`src/inc/status_change_defines.vh`:
```
`ifndef STATUS_CHANGE_DEFINES_VH
`define STATUS_CHANGE_DEFINES_VH

// widths
`define STATE_W 16
`define EVENT_W 8

// standard event status bit positions
`define EVT_POWER_ON 7
`define EVT_CMD_ERR 5
`define EVT_EXEC_ERR 4
`define EVT_DEV_ERR 3
`define EVT_QUERY_ERR 2
`define EVT_OP_DONE 0

// implemented event bits; 6 and 1 always read zero
`define EVT_IMPL_MASK 8'hbd

// reset values
`define EVT_RST 8'h00
`define EVT_EN_RST 8'h00
`define CHG_RST 16'h0000

// register selects for the command port
`define SEL_STATE 3'h0
`define SEL_FALL_LATCH 3'h1
`define SEL_RISE_LATCH 3'h2
`define SEL_FALL_MASK 3'h3
`define SEL_RISE_MASK 3'h4
`define SEL_EVT_STATUS 3'h5
`define SEL_EVT_ENABLE 3'h6

`endif

```
`src/design/change_latch.v`:
```
`timescale 1ns/10ps
`include "status_change_defines.vh"

// one edge-capture register with its own enable mask
module change_latch (
    // clock and reset
    input wire clk,
    input wire rst,
    // state word, current and previous cycle
    input wire [`STATE_W-1:0] state_now,
    input wire [`STATE_W-1:0] state_prev,
    input wire rising,
    input wire first_cycle,
    // clear on read or clear-status
    input wire clear,
    // mask write
    input wire mask_wr,
    input wire [`STATE_W-1:0] mask_wdata,
    // results
    output reg [`STATE_W-1:0] latch_q,
    output reg [`STATE_W-1:0] mask_q,
    output wire summary
);

    wire [`STATE_W-1:0] edge_seen;
    reg [`STATE_W-1:0] latch_d;

    // watched edge from previous vs current word; suppressed on the first sampled cycle
    assign edge_seen = first_cycle ? {`STATE_W{1'b0}} :
                       (rising ? (state_now & ~state_prev) : (~state_now & state_prev));

    // new edges win over a clear in the same cycle so none is lost
    always @* begin
        latch_d = clear ? edge_seen : (latch_q | edge_seen);
    end

    always @(posedge clk) begin
        if (rst) begin
            latch_q <= `CHG_RST;
            mask_q <= `CHG_RST;
        end else begin
            latch_q <= latch_d;
            if (mask_wr) begin
                mask_q <= mask_wdata;
            end
        end
    end

    // mask applies only to this latch's summary contribution, bit for bit
    assign summary = |(latch_q & mask_q);

endmodule

```
`src/design/status_change_event_regs.v`:
```
`timescale 1ns/10ps
`include "status_change_defines.vh"

module status_change_event_regs (
    // clock and reset
    input wire clk,
    input wire rst,
    // instrument side
    input wire [`STATE_W-1:0] instrument_state_word,
    input wire power_cycled,
    input wire cmd_error,
    input wire exec_error,
    input wire dev_error,
    input wire query_error,
    input wire op_complete,
    // command port from the remote interface parser
    input wire rd_req,
    input wire wr_req,
    input wire [2:0] reg_sel,
    input wire [`STATE_W-1:0] wr_data,
    input wire clear_status,
    // answers
    output reg [`STATE_W-1:0] rd_data_q,
    output reg rd_valid_q,
    output wire change_summary_bit,
    output wire event_summary_bit
);

    ////////////////////////////////////////////////////////////////////////////
    // state word history

    reg [`STATE_W-1:0] state_prev_q;
    reg primed_q;

    // first cycle after reset has no valid history, so no edge is reported then
    always @(posedge clk) begin
        if (rst) begin
            state_prev_q <= `CHG_RST;
            primed_q <= 1'b0;
        end else begin
            state_prev_q <= instrument_state_word;
            primed_q <= 1'b1;
        end
    end

    ////////////////////////////////////////////////////////////////////////////
    // change latches

    function sel_hit;
        input [2:0] sel;
        input [2:0] want;
        begin
            sel_hit = (sel == want);
        end
    endfunction

    ////////////////////////////////////////////////////////////////////////////
    // command decode

    wire rd_fall_latch;
    wire rd_rise_latch;
    wire rd_evt_status;
    wire wr_fall_mask;
    wire wr_rise_mask;
    wire wr_evt_enable;

    // reads that also clear; a read and a clear-status in one cycle act as one clear
    assign rd_fall_latch = rd_req & sel_hit(reg_sel, `SEL_FALL_LATCH);
    assign rd_rise_latch = rd_req & sel_hit(reg_sel, `SEL_RISE_LATCH);
    assign rd_evt_status = rd_req & sel_hit(reg_sel, `SEL_EVT_STATUS);

    // writes to selects without a writable register fall through and are ignored
    assign wr_fall_mask = wr_req & sel_hit(reg_sel, `SEL_FALL_MASK);
    assign wr_rise_mask = wr_req & sel_hit(reg_sel, `SEL_RISE_MASK);
    assign wr_evt_enable = wr_req & sel_hit(reg_sel, `SEL_EVT_ENABLE);

    wire fall_clear;
    wire rise_clear;
    wire [`STATE_W-1:0] fall_latch_q;
    wire [`STATE_W-1:0] rise_latch_q;
    wire [`STATE_W-1:0] fall_mask_q;
    wire [`STATE_W-1:0] rise_mask_q;
    wire fall_summary;
    wire rise_summary;

    // read zeroes the latch; same-cycle edges still survive inside the latch
    assign fall_clear = clear_status | rd_fall_latch;
    assign rise_clear = clear_status | rd_rise_latch;

    // one bit order shared by the word, both latches and both masks
    change_latch falling_change_latch (
        .clk(clk),
        .rst(rst),
        .state_now(instrument_state_word),
        .state_prev(state_prev_q),
        .rising(1'b0),
        .first_cycle(~primed_q),
        .clear(fall_clear),
        .mask_wr(wr_fall_mask),
        .mask_wdata(wr_data),
        .latch_q(fall_latch_q),
        .mask_q(fall_mask_q),
        .summary(fall_summary)
    );

    change_latch rising_change_latch (
        .clk(clk),
        .rst(rst),
        .state_now(instrument_state_word),
        .state_prev(state_prev_q),
        .rising(1'b1),
        .first_cycle(~primed_q),
        .clear(rise_clear),
        .mask_wr(wr_rise_mask),
        .mask_wdata(wr_data),
        .latch_q(rise_latch_q),
        .mask_q(rise_mask_q),
        .summary(rise_summary)
    );

    // zero masks give zero summaries, so the bit can never rise
    assign change_summary_bit = fall_summary | rise_summary;

    ////////////////////////////////////////////////////////////////////////////
    // standard event status and enable

    reg [`EVENT_W-1:0] evt_status_q;
    reg [`EVENT_W-1:0] evt_status_d;
    reg [`EVENT_W-1:0] evt_enable_q;
    reg [`EVENT_W-1:0] evt_set;
    wire evt_clear;

    assign evt_clear = clear_status | rd_evt_status;

    // gather events into the shared layout
    always @* begin
        evt_set = 8'h00;
        evt_set[`EVT_POWER_ON] = power_cycled;
        evt_set[`EVT_CMD_ERR] = cmd_error;
        evt_set[`EVT_EXEC_ERR] = exec_error;
        evt_set[`EVT_DEV_ERR] = dev_error;
        evt_set[`EVT_QUERY_ERR] = query_error;
        evt_set[`EVT_OP_DONE] = op_complete;
    end

    // sticky bits; a set in the clearing cycle wins so the event is kept
    always @* begin
        evt_status_d = (evt_clear ? 8'h00 : evt_status_q) | evt_set;
    end

    // status keeps only implemented bits, so 6 and 1 can never be seen set
    always @(posedge clk) begin
        if (rst) begin
            evt_status_q <= `EVT_RST;
        end else begin
            evt_status_q <= evt_status_d & `EVT_IMPL_MASK;
        end
    end

    // enable is written whole; unimplemented bits are dropped on the way in
    always @(posedge clk) begin
        if (rst) begin
            evt_enable_q <= `EVT_EN_RST;
        end else if (wr_evt_enable) begin
            evt_enable_q <= wr_data[`EVENT_W-1:0] & `EVT_IMPL_MASK;
        end
    end

    assign event_summary_bit = |(evt_status_q & evt_enable_q);

    ////////////////////////////////////////////////////////////////////////////
    // read-back

    reg [`STATE_W-1:0] rd_mux;

    // values are pre-clear snapshots; unknown selects return zero
    always @* begin
        case (reg_sel)
            `SEL_STATE: rd_mux = instrument_state_word;
            `SEL_FALL_LATCH: rd_mux = fall_latch_q;
            `SEL_RISE_LATCH: rd_mux = rise_latch_q;
            `SEL_FALL_MASK: rd_mux = fall_mask_q;
            `SEL_RISE_MASK: rd_mux = rise_mask_q;
            `SEL_EVT_STATUS: rd_mux = {8'h00, evt_status_q};
            `SEL_EVT_ENABLE: rd_mux = {8'h00, evt_enable_q};
            default: rd_mux = 16'h0000;
        endcase
    end

    // answer strobe lands one clock after the request and stays up for as many cycles as the request did
    always @(posedge clk) begin
        if (rst) begin
            rd_valid_q <= 1'b0;
        end else begin
            rd_valid_q <= rd_req;
        end
    end

    // data holds until the next read so a slow parser can still pick it up
    always @(posedge clk) begin
        if (rst) begin
            rd_data_q <= 16'h0000;
        end else if (rd_req) begin
            rd_data_q <= rd_mux;
        end
    end

endmodule

```
`config.mk`:
```
export PLATFORM = sky130hd
export DESIGN_NAME = status_change_event_regs
export DESIGN_NICKNAME = d
export VERILOG_FILES = /design/src/design/change_latch.v /design/src/design/status_change_event_regs.v
export VERILOG_INCLUDE_DIRS = /design/src /design/src/inc
export SDC_FILE = /design/constraint.sdc
export NUM_CORES = 1
export LEC_CHECK = 0
export BUFFER_PORTS_ARGS = -buffer_cell sky130_fd_sc_hd__buf_4
export CAP_MARGIN = 20
export CORE_ASPECT_RATIO = 1.4
export CORE_MARGIN = 3
export CORE_UTILIZATION = 27
export CTS_BUF_LIST = sky130_fd_sc_hd__clkbuf_2 sky130_fd_sc_hd__clkbuf_4 sky130_fd_sc_hd__clkbuf_8
export CTS_CLUSTER_SIZE = 28
export DETAILED_ROUTE_END_ITERATION = 16
export RECOVER_POWER = 100
export REMOVE_ABC_BUFFERS = 1
export SETUP_SLACK_MARGIN = 0.2
export SLEW_MARGIN = 20
export SYNTH_ARGS = -nofsm -noshare
export SYNTH_HDL_FRONTEND = slang
export SYNTH_SLANG_ARGS = --single-unit
export TNS_END_PERCENT = 30
```
`constraint.sdc`:
```
create_clock -name clk -period 1.5 [get_ports clk]
set_input_delay 0.3 -clock clk [delete_from_list [all_inputs] [get_ports clk]]
set_output_delay 0.3 -clock clk [all_outputs]
set_load 0.01 [all_outputs]
```
==> results of run 1 <==
[per-layer routing]
metal | share of wire | global-route usage
met5 | 0 | 0
met4 | 0.013 | 0.0539
met3 | 0.038 | 0.0330
met2 | 0.49 | 0.276
met1 | 0.46 | 0.205
[area by class of cell]
cell class	instances	area, µm²
clock buffers	10	138
inverters	20	75.1
repair buffers	161	1220
fillers	1826	10600
multi-input cells	365	2320
flip-flops and latches	110	2220
clock inverters	6	37.5
well taps	232	290
[flip-flops by register name, indices dropped and copies added, names as in the netlist, 6 cells and up]
| name | cells |
|---|---|
| rising_change_latch.latch_q | 16 |
| rd_data_q | 16 |
| falling_change_latch.latch_q | 16 |
| evt_status_q | 6 |
| rising_change_latch.mask_q | 16 |
| falling_change_latch.mask_q | 16 |
| state_prev_q | 16 |
| evt_enable_q | 6 |
[worst max-delay path, delay by kind of cell (launching register included)]
| family | cells | cell delay (ns) |
|---|---|---|
| compound gates | 1 | 0.24 |
| buf+inv | 1 | 0.14 |
| flops | 1 | 0.34 |
| simple gates | 2 | 0.72 |
[final timing paths]
kind                   endpoint  slack, ns
max reg2reg        rd_data_q[5]       0.21
max          change_summary_bit      -0.62
min reg2reg        rd_data_q[2]       0.49
min             evt_status_q[2]       0.12
[cells by family after synthesis]
group / share of synthesized area
and+or+nand+nor: 0.180
DFF: 0.465
buffers and inverters: 0.0652
AOI/OAI and AO/OA: 0.225
muxes: 0.0650
[timing repair]
| item | in CTS | in global routing |
|---|---|---|
| resized for setup | 16 | 30 |
| endpoints found under the setup margin | 34 | 8 |
| pin swaps | 6 | 16 |
[through the flow]
stage | power, W | area, µm² | util | TNS, ns
2_1_floorplan | 0.00342 | 4500 | - | 0
3_3_place_gp | 0.00394 | 6100 | 0.360 | -8.24
4_1_cts | 0.00560 | 6320 | 0.373 | -0.652
3_5_place_dp | 0.00394 | 6100 | 0.360 | -9.71
5_1_grt | 0.00578 | 6310 | 0.372 | -11.43
6_report | 0.00554 | 6310 | 0.372 | -5.87
[cells in the mapped netlist, drive strengths merged, types with 4 or more instances]
master / instances
a21oi: 55
a22o: 15
a22oi: 28
a32o: 10
a32oi: 12
buf: 25
clkbuf: 13
dfxtp: 110
inv: 20
mux2: 6
mux2i: 21
nand2: 94
nand3: 4
nand3b: 5
nand4: 5
nor2: 53
nor2b: 18
o211ai: 5
o21a: 5
o221ai: 10
[power by group through the flow]
stage               sequential, W  combinational (W)  clock (W)
floorplan                 0.00315           0.000264          0
global placement          0.00315           0.000784          0
detailed placement        0.00315           0.000788          0
CTS                       0.00309           0.000798    0.00171
global route              0.00311           0.000854    0.00182
finish                    0.00310           0.000781    0.00167
==> run metrics, run 1 <==
status=complete, but fails checks; failing checks=setup timing; cells after synthesis=533; H-tree levels=3; sequential-to-total area share from yosys stat=0.465; GPL Wtd Cong=0.848; Final HPWL DP=11.3 mm; cts bufs inserted=9; initial drt markers=288; Netlist cell types=44; min Tclk post-route=2.12 ns; Worst EP arrival=1.82 ns; initial antenna violation count=0; Avg Vias per Cell=4.75; global route overflow=0; top cell type's share of synthesized area=0.465; crit share post-route=1.42; first-pass GRT wire length=24.1 mm; unrepaired setup endpoints after global routing=true; Switching Power=0.00151 W; hold buffer count at cts=0; Port Buffers=64; Vert. Die Dim=163 µm; clock-pin slew on the worst setup and hold paths=0.10 ns; Clock Skews=0.00692 ns; CP Launch Type=register; routed wire length=15.2 mm; Comb pwr share=0.141; FF-to-FF path depth=5; Setup crit start=falling_change_latch.latch_q[3]; Critical Path RT=1.20 ns; via count=4295; ranking of synthesized cells by area=dfxtp_1, nand2_1, a21oi_1; DR pass1 iterations=4; core box area=17000 µm²; Pleak=2.58 nW; post-route ant nets=0; Place WS=-0.360 ns; clock group share of total power=0.301; worst skew pair latency=0.38 ns; Hold Crit Depth=3; Die Area=19200 µm²; min-delay src=query_error; critical path's largest stage delay=0.54 ns; most common cell after layout, fill and taps aside=buf_4; crit path kind=register to primary output; IO Count=65; critical path endpoint category=primary output; Die Wd=118 µm; internal power=0.00404 W; PD cells=878 nW/µm²; Area Growth Syn to Fin=33.2%; fin nets=713; ys async rst share=0; sequential share of power=0.558; synth warn=0; Yosys reg bits=110; Max Freq=0.471 GHz; sw frac=0.272; number of buffers added for setup after CTS=0; layout cell share with drive strength beyond 1=0.304; Slew HR=0.519; synthesized area=4740 µm²; CTS root buf=clkbuf_8; initial core utilization=0.279; Fin Hold WS=0.125 ns; vias in the first global route=4373; max_cap viols=0; hold crit path type=input pin to register; Slew Limit Fails=0; Post-Place Cells=888; Max Root-Sink Buffers=2; total track usage=0.162; setup violators final=33; final worst slack=-0.624 ns; CTS sink count=110; largest net degree at the start of global routing=34; worst path cell trace=a22oi_1 > nand4_1 > or4_4 > buf_6; CTS tree=done; top_reg_cell synth=dfxtp_1; wire length per cell=16.9 µm; diode count=0; EDFF count, synth=0; Synth Area per Inst=8.89 µm²; maximum VDD drop=0.385 mV; Post-Layout Cell Count=904; post-synth top area cell=dfxtp_1; CP Max Fanout=2; Final Hold Viols=0; worst slew pin tran=0.721 ns; slowest CP cell=or4_4; Rows=56; residual DRC count=0; r2r startpoint=rising_change_latch.latch_q[5]; highest-count cells in the layout ignoring fill and taps=buf_4, nand2_1, dfxtp_1
Note: power is estimated with default switching activity, not from simulation.
==> run 2: changes to the inputs <==
==> constraint.sdc (replaced) <==
create_clock -name clk -period 1.9 [get_ports clk]
set_input_delay 0.38 -clock clk [delete_from_list [all_inputs] [get_ports clk]]
set_output_delay 0.38 -clock clk [all_outputs]
set_load 0.01 [all_outputs]
==> run 2 against run 1 <==
Effect of this change: the flow still finishes with violations (setup timing); largest cell class unchanged; register-to-register slack better by 0.41 ns; clock skew rose by 0.0046 ns; largest power group unchanged; worst setup slack improved by 0.39 ns; wire length shrank 3.0%; total power decreased by 18%; sequential power down 21%; non-clock buffer count down 69; sequential share of layout area increased by 3.7 points; die area unchanged; sequential cell count did not move; design area down 10%.
==> run metrics, run 2 (synthesized netlist as in run 1, its figures left out) <==
setup violators final=11 (-67%); CP top delay family=simple AND/OR/NAND/NOR gates; core box area=17000 µm² (unchanged); hold path endpoint=evt_status_q[0]; IO Count=65 (unchanged); routed wl met2=7.00 mm (-6.3%); initial core utilization=0.279 (unchanged); total track usage=0.154 (-0.00840); total number of cells along the worst setup path=4 (unchanged); failing checks=setup timing; Final HPWL DP=10.5 mm (-7.0%); Vert. Die Dim=163 µm (unchanged); fillers=1825 (-0.055%); worst path cell trace=a22oi_2 > nand4_1 > or4_4 > buf_6; Hold Crit Depth=3 (unchanged); Die Area=19200 µm² (unchanged); Clock Skews=0.0116 ns (+0.00463 ns); initial drt markers=371 (+29%); via count=4175 (-2.8%); wire length per cell=17.7 µm (+5.1%); CTS sink count=110 (unchanged); Avg Vias per Cell=5.00 (+5.2%); critical path's largest stage delay=0.56 ns (+0.02 ns); fin nets=644 (-9.7%); vias in the first global route=3980 (-9.0%); highest-count cells in the layout ignoring fill and taps=dfxtp_1, nand2_1, buf_4; min Tclk post-route=2.13 ns; worst skew pair latency=0.37 ns (about the same); Pleak=2.16 nW (-16%); critical path endpoint category=primary output; maximum VDD drop=0.278 mV (-28%); Slew HR=0.245 (-0.274); hold buffer count at cts=0 (unchanged); Post-Place Cells=817 (-8.0%); post-route ant nets=0 (unchanged); DR pass1 iterations=5 (+1); CP Launch Type=register; H-tree levels=3 (unchanged); FF-to-FF path depth=2 (-3); max_cap viols=0 (unchanged); CTS tree=done; Worst Path Buf+Inv=1 (unchanged); most common cell after layout, fill and taps aside=dfxtp_1; crit path kind=register to primary output; routed wire length=14.8 mm (-3.0%); first-pass GRT wire length=22.9 mm (-4.9%); largest net degree at the start of global routing=45 (+32%); reg2reg setup slack=0.62 ns (+0.41 ns); wl on met1=6.60 mm (-5.5%); Max Freq=0.469 GHz; initial antenna violation count=0 (unchanged); Max Root-Sink Buffers=2 (unchanged); Area Growth Syn to Fin=19.8%; Die Wd=118 µm (unchanged); cell area after layout=5680 µm² (-10%); cts bufs inserted=9 (unchanged); global route overflow=0 (unchanged); Port Buffers=64 (unchanged); clock-pin slew on the worst setup and hold paths=0.10 ns (about the same); final core utilization=0.335 (-0.0374); Rows=56 (unchanged); hold crit path type=input pin to register; Max Used Layer=met4; crit share post-route=1.12; layout cell share with drive strength beyond 1=0.192 (-0.111); status=complete, but fails checks; DP Area=5490 µm² (-10%); capture instance of the worst register-to-register path=rising_change_latch.latch_q[3]; final worst slack=-0.231 ns (+0.393 ns); PD cells=799 nW/µm² (-9.1%); CTS root buf=clkbuf_8; Slew Limit Fails=0 (unchanged); FF/Latch Area=2210 µm² (-0.51%); unrepaired setup endpoints after global routing=true; diode count=0 (unchanged); metal3 WL=878 µm (+50%); GPL Wtd Cong=0.807 (-4.9%); Multi-input gate area=2250 µm² (-2.9%); r2r startpoint=primed_q; min-delay src=op_complete; Critical Path RT=1.52 ns (+0.32 ns); CP Max Fanout=2 (unchanged); Worst EP arrival=1.75 ns (-0.07 ns); slowest CP cell=or4_4; worst slew pin tran=1.13 ns (+0.411 ns); Post-Layout Cell Count=835 (-7.6%); residual DRC count=0 (unchanged); Final Hold Viols=0 (unchanged)
run 2: what timing repair did:
item                                    4_1_cts  5_1_grt
gates resized for setup                      16        1
buffers inserted                              2        0
pin swaps                                     9        3
cloned                                        0        0
endpoints found under the setup margin        1        1
run 2: worst min-delay path, delay by kind of cell:
family / cells / cell delay, ns
AO/OA/AOI/OAI: 1 / 0.03
buffers and inverters: 1 / 0.08
AND/OR/NAND/NOR: 1 / 0.06
run 2: area by class of cell:
| cell class | instances | area share |
|---|---|---|
| inverters | 20 | 0.0132 |
| repair buffers | 92 | 0.110 |
| clock inverters | 6 | 0.0150 |
| multi-input cells | 365 | 0.397 |
| flip-flops and latches | 110 | 0.390 |
| well taps | 232 | 0.0511 |
| clock buffers | 10 | 0.0243 |
run 2: worst max path at each step:
| stage | slack, ns | start | to |
|---|---|---|---|
| after floorplan | 0.38 | falling_change_latch.latch_q[2] | change_summary_bit |
| after global placement | -0.009 | falling_change_latch.latch_q[2] | change_summary_bit |
| after detailed placement | 0.009 | reg_sel[1] | rd_data_q[12] |
| after CTS | -0.25 | falling_change_latch.mask_q[4] | change_summary_bit |
| after global routing | -0.31 | falling_change_latch.mask_q[0] | change_summary_bit |
| final | -0.23 | falling_change_latch.mask_q[4] | change_summary_bit |
run 2: power by group:
part,internal (W),switching [W],leakage (nW)
clock network,0.000774,0.000798,0.108
logic,0.000217,0.000292,1.15
registers,0.00239,0.0000652,0.902
total,0.00338,0.00116,2.16
run 2: metal layers:
| metal | track usage | up-vias |
|---|---|---|
| li1 | - | 2015 |
| met1 | 0.202 | 1987 |
| met2 | 0.251 | 153 |
| met3 | 0.0278 | 20 |
| met4 | 0.0592 | 0 |
| met5 | 0 | - |
run 2: stage by stage:
stage	hold slack [ns]	setup TNS, ns	total power (W)	setup slack [ns]
6_report	0.202	-1.17	0.00453	-0.231
5_1_grt	0.205	-1.98	0.00471	-0.306
4_1_cts	0.191	-0.251	0.00458	-0.251
3_5_place_dp	0.466	0	0.00302	0.00879
3_3_place_gp	0.460	-0.00876	0.00302	-0.00876
2_1_floorplan	0.439	0	0.00270	0.384
==> run 3: changes to the inputs <==
--- a/config.mk
+++ b/config.mk
@@ -6,7 +6,7 @@
 export SDC_FILE = /design/constraint.sdc
 export NUM_CORES = 1
 export LEC_CHECK = 0
-export BUFFER_PORTS_ARGS = -buffer_cell sky130_fd_sc_hd__buf_4
+export BUFFER_PORTS_ARGS = -buffer_cell sky130_fd_sc_hd__buf_2
 export CAP_MARGIN = 20
 export CORE_ASPECT_RATIO = 1.4
 export CORE_MARGIN = 3
@@ -21,4 +21,3 @@
 export SYNTH_ARGS = -nofsm -noshare
 export SYNTH_HDL_FRONTEND = slang
 export SYNTH_SLANG_ARGS = --single-unit
-export TNS_END_PERCENT = 30
==> run 3 against run 2 <==
Effect of this change: the flow still finishes with violations (setup timing); worst hold slack improved by 0.011 ns; non-clock buffer count increased by 1; sequential share of layout area increased by 1.1 points; die area unchanged; core utilization decreased by 0.88 points; critical endpoint unchanged; via count increased by 0.55%; largest power group unchanged; clock power decreased by 12%; maximum frequency decreased by 0.28%; highest routed layer unchanged; global-route usage increased by 0.16 points; sequential power about the same; combinational power decreased by 4.1%; clock skew about the same.
==> run metrics, run 3 (synthesized netlist as in run 1, its figures left out) <==
met2 Use GR=0.257 (+0.00628); residual DRC count=0 (unchanged); CP Max Fanout=2 (unchanged); hold crit path type=input pin to register; global route overflow=0 (unchanged); DR pass1 iterations=5 (unchanged); post-route ant nets=0 (unchanged); Final Hold Viols=0 (unchanged); PD cells=782 nW/µm² (-2.1%); Tot Pwr=0.00432 W (-4.6%); IO Count=65 (unchanged); Slew Limit Fails=0 (unchanged); largest net degree at the start of global routing=49 (+8.9%); first-pass GRT wire length=23.2 mm (+1.4%); Max Root-Sink Buffers=2 (unchanged); highest-count cells in the layout ignoring fill and taps=dfxtp_1, nand2_1, a21oi_1; Rows=56 (unchanged); Multi-input gate area=2270 µm² (+0.72%); initial antenna violation count=0 (unchanged); Area Growth Syn to Fin=16.7%; Max Freq=0.468 GHz (-0.28%); GPL Wtd Cong=0.863 (+6.9%); crit path kind=register to primary output; FF/Latch Area=2210 µm² (about the same); crit share post-route=1.12 (+0.00315); unrepaired setup endpoints after global routing=true; setup_tns=-0.237 ns (+0.930 ns); Critical Path RT=1.52 ns (about the same); initial core utilization=0.279 (unchanged); via count=4198 (+0.55%); Die Wd=118 µm (unchanged); cell area after layout=5530 µm² (-2.6%); grt met3 use=0.0306 (+0.00278); Post-Layout Cell Count=834 (-0.12%); Vert. Die Dim=163 µm (unchanged); cts bufs inserted=9 (unchanged); Final HPWL DP=10.6 mm (+0.66%); CTS sink count=110 (unchanged); Pleak=2.10 nW (-2.8%); critical path endpoint category=primary output; Slew HR=0.271 (+0.0261); Clock Skews=0.0118 ns (+0.000273 ns); failing checks=setup timing; r2r startpoint=rising_change_latch.latch_q[5]; layout cell share with drive strength beyond 1=0.188 (-0.00466); FF-to-FF path depth=5 (+3); vias in the first global route=3986 (+0.15%); CP Launch Type=register; Avg Vias per Cell=5.03 (+0.67%); initial drt markers=313 (-16%); gr busiest metal=met2; Port Buffers=64 (unchanged); CTS root buf=clkbuf_8; min-delay src=dev_error; worst skew pair latency=0.37 ns (about the same); reg2reg setup slack=0.57 ns (-0.05 ns); maximum VDD drop=0.275 mV (-1.3%); fillers=1848 (+1.3%); capture instance of the worst register-to-register path=rd_data_q[5]; H-tree levels=3 (unchanged); worst slew pin tran=1.09 ns (-0.0414 ns); max_cap viols=0 (unchanged); Fin Hold WS=0.213 ns (+0.0112 ns); CTS tree=done; hold buffer count at cts=0 (unchanged); most common cell after layout, fill and taps aside=dfxtp_1; setup violators final=1 (-10); wire length per cell=17.8 µm (+0.39%); fin nets=645 (+0.16%); status=complete, but fails checks; core box area=17000 µm² (unchanged); final worst slack=-0.237 ns (-0.00599 ns); total track usage=0.155 (+0.00155); routed wire length=14.8 mm (+0.27%); diode count=0 (unchanged); met1 Track Usage GR=0.204 (+0.00160); clock-pin slew on the worst setup and hold paths=0.10 ns (about the same); min Tclk post-route=2.14 ns (+0.00599 ns); Post-Place Cells=817 (unchanged); Worst EP arrival=1.76 ns (about the same); Die Area=19200 µm² (unchanged); DP Area=5320 µm² (-3.1%); hold path endpoint=evt_status_q[3]; Hold Crit Depth=3 (unchanged)
[run 3: cell count changes in the layout (fill, tap and decap cells not counted), sizes merged]
cell and delta:
clkbuf +7, clkinv -1, bufinv -1, clkinvlp -2
buf -4
[run 3: how the worst max path moves through the flow]
stage                                    start            endpoint  slack [ns]  cells after the start
6_report        falling_change_latch.mask_q[2]  change_summary_bit       -0.24                      4
5_1_grt          rising_change_latch.mask_q[5]  change_summary_bit       -0.31                      4
4_1_cts         falling_change_latch.mask_q[2]  change_summary_bit       -0.29                      4
3_5_place_dp    rising_change_latch.latch_q[5]  change_summary_bit       -0.02                      4
3_3_place_gp    rising_change_latch.latch_q[5]  change_summary_bit      -0.004                      4
2_1_floorplan  falling_change_latch.latch_q[2]  change_summary_bit        0.38                      3
[run 3: per-layer routing]
metal,up-vias,routed length (µm)
li1,2010,-
met1,2021,6570
met2,138,7070
met3,29,884
met4,0,307
met5,-,0
[run 3: layout make-up]
class / instances / area share
clock buffers: 12 / 0.0265
clock inverters: 2 / 0.00634
inverters: 20 / 0.0136
multi-input cells: 365 / 0.411
flip-flops and latches: 110 / 0.400
well taps: 232 / 0.0525
repair buffers: 93 / 0.0899
[run 3: repair_timing]
| action | CTS | global route |
|---|---|---|
| setup endpoints to repair | 1 | 1 |
| setup buffers | 3 | 0 |
| pin swaps | 4 | 3 |
| gates resized for setup | 11 | 7 |
[run 3: per-stage QoR]
stage | utilization | setup slack, ns
floorplan | - | 0.384
global placement | 0.314 | -0.00351
detailed placement | 0.314 | -0.0188
CTS | 0.328 | -0.289
global route | 0.326 | -0.306
finish | 0.326 | -0.237
[run 3: power by group]
part	internal [W]	leakage (nW)	switching [W]
combinational	0.000190	1.10	0.000298
clock	0.000640	0.0966	0.000745
sequential	0.00239	0.902	0.0000643
[run 3: worst max-delay path, stage by stage, from the launching register on]
cell,delay (ns)
dfxtp_2,0.34
a22oi_2,0.19
nand4_1,0.18
or4_4,0.54
buf_6,0.14
